### config.mk
export PLATFORM = sky130hd
export DESIGN_NAME = avrp_packer
export DESIGN_NICKNAME = d
export VERILOG_FILES = /design/src/logic/avrp_pkg.sv /design/src/logic/avrp_buf.sv /design/src/logic/avrp_packer.sv
export VERILOG_INCLUDE_DIRS = /design/src /design/src/logic
export SDC_FILE = /design/constraint.sdc
export NUM_CORES = 2
export LEC_CHECK = 0
export BUFFER_PORTS_ARGS = -buffer_cell sky130_fd_sc_hd__buf_4
export CAP_MARGIN = 15
export CORE_MARGIN = 3
export CORE_UTILIZATION = 50
export DETAILED_ROUTE_END_ITERATION = 10
export GPL_TIMING_DRIVEN = 0
export PLACE_DENSITY_LB_ADDON = 0.3
export SLEW_MARGIN = 30
export SYNTH_ARGS = -nofsm -noshare
export SYNTH_HDL_FRONTEND = slang
export SYNTH_HIERARCHICAL = 1
export SYNTH_SLANG_ARGS = --single-unit
### constraint.sdc
create_clock -name clk_sys -period 4.4 [get_ports clk_sys]
set_input_delay 0.22 -clock clk_sys [delete_from_list [all_inputs] [get_ports clk_sys]]
set_output_delay 0.22 -clock clk_sys [all_outputs]
set_load 0.05 [all_outputs]
### src/logic/avrp_defs.svh
/*
  Constants of the residual output packer: record sizes, field positions and fill codes.
  Assumes it is included by bare name from the packer's design files.
*/
`ifndef AVRP_DEFS_SVH
`define AVRP_DEFS_SVH

// ***************************************************
// weight and offset record
// ***************************************************
`define AVRP_WO_LAST 4'hF
`define AVRP_RSV_COMP 2'h3

// ***************************************************
// coefficient and sample dwords
// ***************************************************
`define AVRP_MBZ_BITS 9'h000
`define AVRP_PCM_LAST 2'h3
`define AVRP_CNT_W 16

// ***************************************************
// reference index dwords
// ***************************************************
`define AVRP_NIB_NONE 4'hF
`define AVRP_REF_FILL 32'hFFFFFFFF
`define AVRP_REF_SLOTS 4

`endif

### src/logic/avrp_pkg.sv
/*
  Types of the residual output packer: partition shapes, word kinds, block order,
  the per-macroblock command, the data beat and the output word.
  Assumes nothing beyond a SystemVerilog compiler.
*/
`default_nettype none

package avrp_pkg;

  typedef enum logic [1:0] {AVRP_P16X16, AVRP_P16X8, AVRP_P8X16, AVRP_P8X8} avrp_part_t;
  typedef enum logic [1:0] {AVRP_K_WO, AVRP_K_COEF, AVRP_K_PCM, AVRP_K_REF} avrp_kind_t;
  typedef enum logic [3:0] {
    BLK_LUMA_DC, BLK_Y0, BLK_Y1, BLK_Y2, BLK_Y3, BLK_CB_DC, BLK_CR_DC, BLK_CB, BLK_CR, BLK_NONE
  } avrp_blk_t;

  typedef struct packed {
    logic [7:0] weight;
    logic [7:0] offset;
  } avrp_wo_t;

  typedef struct packed {
    logic raw_pixel;
    logic whole_mb_intra_mode;
    logic cb_dc;
    logic cr_dc;
    logic second_used;
    avrp_part_t part;
    logic [3:0] pred_first;
    logic [3:0] pred_second;
    avrp_wo_t [3:0][2:0] wo_first;
    avrp_wo_t [3:0][2:0] wo_second;
    logic [3:0][3:0] ref_first;
    logic [3:0] ref_first_ok;
    logic [3:0][3:0] ref_second;
    logic [3:0] ref_second_ok;
  } avrp_mb_cmd_t;

  typedef struct packed {
    logic [15:0] value;
    logic [5:0] index;
    logic last;
  } avrp_din_t;

  typedef struct packed {
    avrp_kind_t kind;
    logic [31:0] word;
  } avrp_word_t;

endpackage : avrp_pkg

`default_nettype wire

### src/logic/avrp_buf.sv
/*
  Two-entry buffer between the packer and the memory writer; all outputs are flops.
  Assumes one clock and a synchronous active-high reset.
*/
`timescale 1ns/1ns
`default_nettype none

module avrp_buf #(
  parameter int WIDTH = 34
) (
  // clock and reset
  input wire logic clk_sys,
  input wire logic reset,
  // filling side
  input wire logic in_valid,
  output logic in_ready,
  input wire logic [WIDTH-1:0] in_data,
  // draining side
  output logic out_valid,
  input wire logic out_ready,
  output logic [WIDTH-1:0] out_data
);

  logic v1_q;
  logic [WIDTH-1:0] d1_q;
  logic push;
  logic pop;

  assign push = in_valid & in_ready;
  assign pop = out_valid & out_ready;

  // head always sits in out_data so the output needs no mux
  always_ff @(posedge clk_sys) begin
    if (reset) begin
      out_valid <= 1'b0;
      out_data <= '0;
      v1_q <= 1'b0;
      d1_q <= '0;
      in_ready <= 1'b1;
    end else if (pop) begin
      if (v1_q) begin
        out_data <= d1_q;
        v1_q <= 1'b0;
        in_ready <= 1'b1;
      end else if (push) begin
        out_data <= in_data;
      end else begin
        out_valid <= 1'b0;
      end
    end else if (push) begin
      if (!out_valid) begin
        out_data <= in_data;
        out_valid <= 1'b1;
      end else begin
        d1_q <= in_data;
        v1_q <= 1'b1;
        in_ready <= 1'b0;
      end
    end
  end

endmodule : avrp_buf

`default_nettype wire

### src/logic/avrp_packer.sv
/*
  Residual output packer: turns one macroblock command plus a beat stream of
  coefficients or raw samples into weight/offset, coefficient, sample and
  reference-index dwords for the inverse transform stage.
  Assumes the producer supplies beats for the block shown on coef_blk and that
  a memory writer drains out_word by kind.
*/
`timescale 1ns/1ns
`default_nettype none
`include "avrp_defs.svh"

// Operation
// (RULE1) non-16x16 weights laid out as four slots
// (RULE2) tall-narrow partition copied into stacked slots
// (RULE3) wide-short partition copied into adjacent slots
// (RULE4) four 8x8 partitions each own slot
// (RULE5) weight high byte; first list low half
// (RULE6) first entry falls back to second, else zero
// (RULE7) second entry falls back to first, else zero
// (RULE8) slot is three entries plus reserved dword
// (RULE9) fourth slot ends sixteen-dword record, zero reserved
// (RULE10) coefficients normally, raw samples in raw mode
// (RULE11) only non-zero coefficients, fixed block order
// (RULE12) intra 16x16 starts with luma DC
// (RULE13) value in upper half, bits 15:7 zero
// (RULE14) six-bit raster index of coefficient
// (RULE15) end flag only on block's last coefficient
// (RULE16) producer clamps coefficients to twelve bits
// (RULE17) dword aligned output, length in dwords
// (RULE18) raw mode packs four samples per dword
// (RULE19) four-bit reference, all ones means none
// (RULE20) eight reference nibbles per dword; code fills four, upper four all ones
// (RULE21) lists separate; none raw, none unused second
// (RULE22) references in raster block order
module avrp_packer (
  // clock and reset
  input wire logic clk_sys,
  input wire logic reset,
  // macroblock command
  input wire logic cmd_valid,
  output logic cmd_ready,
  input wire avrp_pkg::avrp_mb_cmd_t cmd,
  // coefficient or sample beats
  input wire logic din_valid,
  output logic din_ready,
  input wire avrp_pkg::avrp_din_t din,
  output var avrp_pkg::avrp_blk_t coef_blk,
  // packed dwords
  output logic out_valid,
  input wire logic out_ready,
  output var avrp_pkg::avrp_word_t out_word,
  // macroblock status
  output logic mb_done,
  output logic [`AVRP_CNT_W-1:0] mb_dword_cnt
);
  import avrp_pkg::*;

  typedef enum logic [2:0] {ST_IDLE, ST_WO, ST_COEF, ST_FLUSH, ST_PCM, ST_REF} avrp_state_t;

  avrp_state_t st_q;
  avrp_mb_cmd_t cmd_q;
  logic [3:0] wo_cnt_q;
  logic list_q;
  logic pend_q;
  avrp_word_t pend_word_q;
  logic held_q;
  logic [15:0] held_val_q;
  logic [5:0] held_idx_q;
  logic [23:0] pcm_acc_q;
  logic [1:0] pcm_cnt_q;
  logic [`AVRP_CNT_W-1:0] run_cnt_q;
  logic buf_rdy;
  logic slot_free;
  logic take_cmd;
  logic take_din;
  logic new_v;
  avrp_word_t new_w;
  logic pend_d;
  logic end_mb;
  logic data_w;

  // ***************************************************
  // decoding helpers
  // ***************************************************
  function automatic logic [1:0] wo_part(avrp_part_t part, logic [1:0] slot);
    unique case (part)
      AVRP_P16X16: wo_part = 2'h0;
      AVRP_P16X8: wo_part = {1'b0, slot[1]}; // RULE3
      AVRP_P8X16: wo_part = {1'b0, slot[0]}; // RULE2
      AVRP_P8X8: wo_part = slot; // RULE4
    endcase
  endfunction : wo_part

  function automatic logic [15:0] wo_pick(logic own_ok, logic other_ok, avrp_wo_t own_v, avrp_wo_t other_v);
    wo_pick = own_ok ? own_v : (other_ok ? other_v : 16'h0000); // RULE6 RULE7
  endfunction : wo_pick

  function automatic logic [31:0] wo_word(avrp_mb_cmd_t c, logic [3:0] n);
    logic [1:0] p;
    logic [1:0] k;
    wo_word = 32'h00000000;
    p = wo_part(c.part, n[3:2]); // RULE1
    k = n[1:0];
    if (k != `AVRP_RSV_COMP) begin // RULE8 RULE9
      wo_word = {wo_pick(c.pred_second[p], c.pred_first[p], c.wo_second[p][k], c.wo_first[p][k]),
                 wo_pick(c.pred_first[p], c.pred_second[p], c.wo_first[p][k], c.wo_second[p][k])}; // RULE5
    end
  endfunction : wo_word

  function automatic avrp_blk_t blk_next(avrp_mb_cmd_t c, avrp_blk_t b);
    unique case (b)
      BLK_NONE: blk_next = c.whole_mb_intra_mode ? BLK_LUMA_DC : BLK_Y0; // RULE12
      BLK_LUMA_DC: blk_next = BLK_Y0;
      BLK_Y0: blk_next = BLK_Y1;
      BLK_Y1: blk_next = BLK_Y2;
      BLK_Y2: blk_next = BLK_Y3;
      BLK_Y3: blk_next = c.cb_dc ? BLK_CB_DC : (c.cr_dc ? BLK_CR_DC : BLK_CB); // RULE11
      BLK_CB_DC: blk_next = c.cr_dc ? BLK_CR_DC : BLK_CB;
      BLK_CR_DC: blk_next = BLK_CB;
      BLK_CB: blk_next = BLK_CR;
      BLK_CR: blk_next = BLK_NONE;
      default: blk_next = BLK_NONE;
    endcase
  endfunction : blk_next

  function automatic logic [31:0] coef_word(logic [15:0] v, logic [5:0] idx, logic end_of_block_flag);
    coef_word = {v, `AVRP_MBZ_BITS, idx, end_of_block_flag}; // RULE13 RULE14
  endfunction : coef_word

  function automatic logic [31:0] ref_word(logic [3:0][3:0] r, logic [3:0] ok);
    ref_word = `AVRP_REF_FILL;
    for (int i = 0; i < `AVRP_REF_SLOTS; i++) begin
      ref_word[4*i +: 4] = ok[i] ? r[i] : `AVRP_NIB_NONE; // RULE19 RULE20 RULE22
    end
  endfunction : ref_word

  function automatic logic [31:0] pcm_word(logic [23:0] acc, logic [1:0] cnt, logic [7:0] smp);
    pcm_word = {8'h00, acc};
    pcm_word[8*cnt +: 8] = smp; // RULE18
  endfunction : pcm_word

  assign slot_free = !pend_q | buf_rdy;
  assign take_cmd = cmd_valid & cmd_ready;
  assign take_din = din_valid & din_ready;

  // ***************************************************
  // word generation
  // ***************************************************
  always_comb begin
    new_v = 1'b0;
    new_w = '0;
    unique case (st_q)
      ST_IDLE: begin
      end
      ST_WO: begin
        new_v = slot_free;
        new_w = {AVRP_K_WO, wo_word(cmd_q, wo_cnt_q)};
      end
      ST_COEF: begin
        // zeros are dropped; a held word is sent once a later non-zero proves it is not last
        new_v = take_din && din.value != 16'h0000 && held_q; // RULE11
        new_w = {AVRP_K_COEF, coef_word(held_val_q, held_idx_q, 1'b0)};
      end
      ST_FLUSH: begin
        new_v = slot_free && held_q;
        new_w = {AVRP_K_COEF, coef_word(held_val_q, held_idx_q, 1'b1)}; // RULE15
      end
      ST_PCM: begin
        new_v = take_din && (pcm_cnt_q == `AVRP_PCM_LAST || din.last);
        new_w = {AVRP_K_PCM, pcm_word(pcm_acc_q, pcm_cnt_q, din.value[7:0])};
      end
      ST_REF: begin
        new_v = slot_free;
        new_w = {AVRP_K_REF, list_q ? ref_word(cmd_q.ref_second, cmd_q.ref_second_ok)
                                    : ref_word(cmd_q.ref_first, cmd_q.ref_first_ok)}; // RULE21
      end
    endcase
    pend_d = (pend_q & !buf_rdy) | new_v;
    end_mb = (st_q == ST_PCM && take_din && din.last) ||
             (st_q == ST_REF && slot_free && (list_q || !cmd_q.second_used));
    data_w = new_v && (st_q == ST_COEF || st_q == ST_FLUSH || st_q == ST_PCM);
  end

  // ***************************************************
  // sequencing
  // ***************************************************
  always_ff @(posedge clk_sys) begin
    if (reset) begin
      st_q <= ST_IDLE;
      cmd_ready <= 1'b1;
      wo_cnt_q <= 4'h0;
      list_q <= 1'b0;
      coef_blk <= BLK_NONE;
    end else begin
      unique case (st_q)
        ST_IDLE: begin
          if (take_cmd) begin
            cmd_ready <= 1'b0;
            wo_cnt_q <= 4'h0;
            list_q <= 1'b0;
            st_q <= cmd.raw_pixel ? ST_PCM : ST_WO; // RULE10
          end
        end
        ST_WO: begin
          if (slot_free) begin
            wo_cnt_q <= wo_cnt_q + 4'h1;
            if (wo_cnt_q == `AVRP_WO_LAST) begin // RULE9
              st_q <= ST_COEF;
              coef_blk <= blk_next(cmd_q, BLK_NONE); // RULE12
            end
          end
        end
        ST_COEF: begin
          if (take_din && din.last) begin
            st_q <= ST_FLUSH;
          end
        end
        ST_FLUSH: begin
          if (slot_free) begin
            coef_blk <= blk_next(cmd_q, coef_blk); // RULE11
            st_q <= (blk_next(cmd_q, coef_blk) == BLK_NONE) ? ST_REF : ST_COEF;
          end
        end
        ST_PCM: begin
          // raw macroblocks carry no reference indices
          if (take_din && din.last) begin // RULE21
            st_q <= ST_IDLE;
            cmd_ready <= 1'b1;
          end
        end
        ST_REF: begin
          if (slot_free) begin
            if (list_q || !cmd_q.second_used) begin // RULE21
              st_q <= ST_IDLE;
              cmd_ready <= 1'b1;
              coef_blk <= BLK_NONE;
            end else begin
              list_q <= 1'b1;
            end
          end
        end
      endcase
    end
  end

  always_ff @(posedge clk_sys) begin
    if (reset) begin
      cmd_q <= '0;
    end else if (take_cmd) begin
      cmd_q <= cmd;
    end
  end

  // registered ready costs one bubble per word but keeps the port a flop
  always_ff @(posedge clk_sys) begin
    if (reset) begin
      din_ready <= 1'b0;
    end else begin
      din_ready <= !pend_d && (st_q == ST_COEF || st_q == ST_PCM) && !(take_din && din.last);
    end
  end

  always_ff @(posedge clk_sys) begin
    if (reset) begin
      held_q <= 1'b0;
      held_val_q <= 16'h0000;
      held_idx_q <= 6'h00;
    end else if (st_q == ST_COEF && take_din && din.value != 16'h0000) begin
      held_q <= 1'b1;
      held_val_q <= din.value;
      held_idx_q <= din.index; // RULE14
    end else if (st_q == ST_FLUSH && slot_free) begin
      held_q <= 1'b0;
    end
  end

  always_ff @(posedge clk_sys) begin
    if (reset) begin
      pcm_acc_q <= 24'h000000;
      pcm_cnt_q <= 2'h0;
    end else if (st_q == ST_PCM && take_din) begin
      if (pcm_cnt_q == `AVRP_PCM_LAST || din.last) begin
        pcm_acc_q <= 24'h000000;
        pcm_cnt_q <= 2'h0;
      end else begin
        pcm_acc_q[8*pcm_cnt_q +: 8] <= din.value[7:0]; // RULE18
        pcm_cnt_q <= pcm_cnt_q + 2'h1;
      end
    end
  end

  always_ff @(posedge clk_sys) begin
    if (reset) begin
      pend_q <= 1'b0;
      pend_word_q <= '0;
    end else begin
      pend_q <= pend_d;
      if (new_v) begin
        pend_word_q <= new_w;
      end
    end
  end

  // ***************************************************
  // macroblock length
  // ***************************************************
  always_ff @(posedge clk_sys) begin
    if (reset) begin
      run_cnt_q <= '0;
      mb_dword_cnt <= '0;
      mb_done <= 1'b0;
    end else begin
      mb_done <= end_mb;
      if (take_cmd) begin
        run_cnt_q <= '0;
      end else if (data_w) begin
        run_cnt_q <= run_cnt_q + `AVRP_CNT_W'(1);
      end
      if (end_mb) begin
        mb_dword_cnt <= run_cnt_q + `AVRP_CNT_W'(data_w); // RULE17
      end
    end
  end

  avrp_buf #(.WIDTH($bits(avrp_word_t))) u_buf (
    .clk_sys(clk_sys),
    .reset(reset),
    .in_valid(pend_q),
    .in_ready(buf_rdy),
    .in_data(pend_word_q),
    .out_valid(out_valid),
    .out_ready(out_ready),
    .out_data(out_word)
  );

  // ***************************************************
  // checks
  // ***************************************************
  AST_WO_RESERVED: assert property (@(posedge clk_sys) disable iff (reset) // RULE9
    st_q == ST_WO && slot_free && wo_cnt_q[1:0] == 2'h3 |=> pend_q && pend_word_q.word == 32'h0)
    else $error("reserved weight dword not zero");
  AST_WO_WIDE: assert property (@(posedge clk_sys) disable iff (reset) // RULE3
    st_q == ST_WO && slot_free && cmd_q.part == AVRP_P16X8 && wo_cnt_q[3:2] == 2'h1
    |=> pend_word_q.word == wo_word(cmd_q, {2'h0, $past(wo_cnt_q[1:0])}))
    else $error("wide partition slot one differs from slot zero");
  AST_WO_TALL: assert property (@(posedge clk_sys) disable iff (reset) // RULE2
    st_q == ST_WO && slot_free && cmd_q.part == AVRP_P8X16 && wo_cnt_q[3:2] == 2'h2
    |=> pend_word_q.word == wo_word(cmd_q, {2'h0, $past(wo_cnt_q[1:0])}))
    else $error("tall partition slot two differs from slot zero");
  AST_WO_OWN: assert property (@(posedge clk_sys) disable iff (reset) // RULE4 RULE5 RULE6
    st_q == ST_WO && slot_free && cmd_q.part == AVRP_P8X8 && wo_cnt_q[1:0] != 2'h3
    && cmd_q.pred_first[wo_cnt_q[3:2]]
    |=> pend_word_q.word[15:0] == $past(cmd_q.wo_first[wo_cnt_q[3:2]][wo_cnt_q[1:0]]))
    else $error("first list entry not taken from own partition");
  AST_WO_SECOND: assert property (@(posedge clk_sys) disable iff (reset) // RULE7
    st_q == ST_WO && slot_free && cmd_q.part == AVRP_P8X8 && wo_cnt_q[1:0] != 2'h3
    && !cmd_q.pred_second[wo_cnt_q[3:2]] && cmd_q.pred_first[wo_cnt_q[3:2]]
    |=> pend_word_q.word[31:16] == $past(cmd_q.wo_first[wo_cnt_q[3:2]][wo_cnt_q[1:0]]))
    else $error("second list entry did not fall back");
  AST_COEF_SHAPE: assert property (@(posedge clk_sys) disable iff (reset) // RULE11 RULE13
    pend_q && pend_word_q.kind == AVRP_K_COEF |-> pend_word_q.word[31:16] != 16'h0 && pend_word_q.word[15:7] == 9'h0)
    else $error("bad coefficient dword");
  AST_FIRST_BLOCK: assert property (@(posedge clk_sys) disable iff (reset) // RULE12
    st_q == ST_WO && slot_free && wo_cnt_q == 4'hF
    |=> coef_blk == (cmd_q.whole_mb_intra_mode ? BLK_LUMA_DC : BLK_Y0))
    else $error("wrong first block");
  AST_EOB_MID: assert property (@(posedge clk_sys) disable iff (reset) // RULE15
    st_q == ST_COEF && take_din && din.value != 16'h0 && held_q |=> pend_q && !pend_word_q.word[0])
    else $error("end flag on inner coefficient");
  AST_EOB_END: assert property (@(posedge clk_sys) disable iff (reset) // RULE15
    st_q == ST_FLUSH && slot_free && held_q |=> pend_q && pend_word_q.word[0] && !held_q)
    else $error("end flag missing on last coefficient");
  AST_RAW_PATH: assert property (@(posedge clk_sys) disable iff (reset) // RULE10 RULE21
    take_cmd && cmd.raw_pixel |=> st_q == ST_PCM ##1 st_q != ST_WO && st_q != ST_REF)
    else $error("raw macroblock left sample path");
  AST_PCM_PACK: assert property (@(posedge clk_sys) disable iff (reset) // RULE18
    st_q == ST_PCM && take_din && pcm_cnt_q == 2'h3 |=> pend_word_q.word[31:24] == $past(din.value[7:0]))
    else $error("fourth sample misplaced");
  AST_REF_NONE: assert property (@(posedge clk_sys) disable iff (reset) // RULE19 RULE20
    st_q == ST_REF && slot_free && !list_q && !cmd_q.ref_first_ok[0]
    |=> pend_word_q.word[3:0] == 4'hF && pend_word_q.word[31:16] == 16'hFFFF)
    else $error("missing reference not all ones");

endmodule : avrp_packer

`default_nettype wire

==> metrics.yaml <==
vdd_drop_max_mv: 0.3057
max_stage_delay_ns: 0.83
grt_usage_pct: 43.07
path_buf_inv: 3
cts_setup_buffers: 0
setup_violations: 0
fin_ws_ns: 0.3770
fp.dieH_um: 248.9
max_freq_mhz: 248.6
synth_warnings: 6
critPathKind: "reg -> reg"
rrSetupSlack_ns: 0.38
synth_cells: 3801
r2r-start: "st_q[1]"
dp_slack_ns: 0.5005
maxCapViolCount: 0
cts_sinks: 640
crit_cells: 13
clkTransAtPathRegs_ns: 0.06
leakagePower_nw: 15.79
grt_overflow_total: 0
setup_tns_ns: 0
port_buffers: 521
synth_ff_type: "dfxtp_1"
worst_pin_slew_ns: 1.090
synthToLayoutAreaGrowth_pct: 39.87
wl_per_cell_um: 24.77
finalHoldViolCount: 0
drt_pass1_iterations: 9
root_buffer: "clkbuf_16"
ys_seq_elements: 640
hold_path_class: "in -> reg"
fin_skew_ns: 0.02233
power_mw: 18.73
required_ns: 4.92
crit_end: "mb_dword_cnt[9]"
synth_top_area_cell: "dfxtp_1"
crit_chain: "clkbuf_1 > nor2_1 > a21oi_1 > buf_2 > a21oi_1 > ha_1 > nand3_1 > nor2_1 > and3_1 > clkbuf_1 > and3_1 > xnor2_1 > a211oi_1"
finalCritPeriodShare_pct: 91.43
post-route-min-period_ns: 4.023
dpl.hpwl_um: 96770
cp.arrival_ns: 4.54
drv_slew: 0
synth_area_per_cell_sq_um: 7.763
wl_um: 140700
max-clock-path-buffers: 3
critical_path.top_delay_family: "compound AO/OA/AOI/OAI gates"
instances_no_fill: 5681
reg2reg_to: "mb_dword_cnt[9]"
core_area_sq_mm: 0.05803
grt_pass1_vias: 34260
grt_max_degree: 14
cts_buffers: 69
rsz0062_at_grt: "false"
first_iter_violations: 4613
cts_tree: "yes"
pin_count: 525
synthArstFlopShare_pct: 0
crit_slowest_cell: "a21oi_1"
synth_top_area_share_pct: 43.42
final_layout_size_suffix_gt1_share_pct: 16.48
synth-seq-area-share_pct: 43.42
grt_pass1_wl_um: 205900
syn_area_sq_mm: 0.02951
yosysMostFrequentCell: "nand2_1"
cp-start-kind: "register"
gp_congestion: 1.048
crit_fanout: 10
rr_worst_depth: 13
synthTopCellsByCount: "nand2_1, dfxtp_1, a21oi_1"
fin_nets: 5334
synthTopCellsByArea: "dfxtp_1, nand2_1, a21oi_1, mux2i_1, clkbuf_1"
viasPerCell: 6.175
syn_nets: 4280
die_width_um: 248.9
clkLatencyLatePin_ns: 0.62
synth_edf_count: 0
slew_headroom_pct: 27.32
fillers: 4349
antenna_left: 0
end_kind: "register"
die_area_sq_mm: 0.06196
cts_max_level: 3
drcViolationCount: 0
pwr_density_cell_mw_per_mm2: 453.9
run_status: "finished, final reports clean"
place_inst: 5087
vias: 35080
antenna_found_initial: 9
rows: 88
final_core_util_pct: 71.13
start_util_pct: 50.85
ys_types: 78
critPathLaunch: "st_q[1]"
==> where the power goes <==
| part | switching (mW) | internal, mW | total (mW) |
|---|---|---|---|
| registers | 0.616 | 6.51 | 7.12 |
| clock network | 2.49 | 3.35 | 5.84 |
| logic | 3.79 | 1.98 | 5.77 |
==> kinds of logic (layout without fill, tap and decap cells) <==
kind of cell             count (synthesis)  after routing  share of synthesized area [%]
other                                    0             12                              0
AO/OA/AOI/OAI                         1110           1110                          24.37
buffers and inverters                  380           1483                          5.377
multiplexers                           138            138                          4.851
adder cells (fa/ha/maj)                 12             12                         0.5088
XOR/XNOR                                30             30                         0.8905
AND/OR/NAND/NOR                       1491           1491                          20.58
flip-flops                             640            640                          43.42
==> worst reg2reg max path: cells and delay by family, from the launching register on <==
family                   cells  cell delay, ns
flip-flops                   1            0.44
AO/OA/AOI/OAI                3            1.22
buffers and inverters        3            1.08
adder cells (fa/ha/maj)      1            0.25
AND/OR/NAND/NOR              5            0.83
XOR/XNOR                     1            0.12
==> area by class of cell <==
cell class                      count  area, sq um  area share, %
Sequential cell                   640        12810          31.04
Buffer                            331         1410          3.417
Clock buffer                       99         2042          4.948
Multi-Input combinational cell   2781        15110          36.60
Timing Repair Buffer              983         8536          20.68
Tap cell                          765        957.2          2.319
Inverter                           49        183.9         0.4457
Antenna cell                       12        30.03        0.07276
Clock inverter                     21        192.7         0.4669
==> per-layer routing <==
| layer | part of all wire, % | GRT usage, % |
|---|---|---|
| met2 | 44 | 66.77 |
| met1 | 36 | 51.45 |
| met5 | 0 | 0 |
| met3 | 12 | 11.12 |
| met4 | 8.9 | 32.23 |
==> state kept, by name, indices dropped and copies added (netlist names), 2 cells and up <==
| register | cells |
|---|---|
| mb_dword_cnt | 16 |
| u_buf/d1_q | 34 |
| held_idx_q | 6 |
| pcm_cnt_q | 2 |
| cmd_q | 438 |
| run_cnt_q | 16 |
| pend_word_q | 34 |
| held_val_q | 16 |
| u_buf/out_data | 34 |
| st_q | 3 |
| pcm_acc_q | 24 |
| coef_blk | 4 |
| wo_cnt_q | 4 |
==> worst min path at each step <==
stage                    start              to  slack [ns]  depth (start not counted)
floorplan            out_ready      u_buf/v1_q        0.32                          1
global route             reset  u_buf/in_ready        0.06                          2
global placement    cmd_q[203]      cmd_q[203]        0.44                          2
finish                   reset  u_buf/in_ready        0.03                          2
CTS                      reset  u_buf/in_ready        0.02                          2
detailed placement  cmd_q[426]      cmd_q[426]        0.44                          2
==> cells in the final DEF (no fill, tap or decap), types with 15 or more instances in the layout <==
master	n
xnor2_1	21
mux2i_1	98
nor2_1	143
nand3_1	40
mux2_2	40
clkbuf_8	16
a311oi_1	15
nand2b_1	21
a221oi_1	18
a211oi_1	60
a31oi_1	20
dfxtp_1	640
clkbuf_16	71
nand2_1	1166
o211ai_1	38
a22oi_1	34
a211o_1	16
dlygate4sd3_1	462
buf_1	21
and3_1	29
a311oi_2	30
clkbuf_1	255
a2bb2oi_1	22
buf_4	532
o21ai_0	59
inv_1	49
o221ai_1	38
o22ai_1	49
a21oi_1	622
buf_2	41
==> per-stage QoR <==
stage	cell area [sq um]	hold slack (ns)
after detailed placement	34380	0.4433
after floorplan	29510	0.3205
after global routing	41260	0.05863
after global placement	34370	0.4403
final	41270	0.02981
after CTS	41240	0.01666
==> repair_timing <==
| item | 4_1_cts | 5_1_grt |
|---|---|---|
| hold endpoints to repair | 468 | 0 |
| hold buffers | 462 | 0 |
| gates resized for setup | 0 | 0 |
Power figures use the tool's default switching activity.
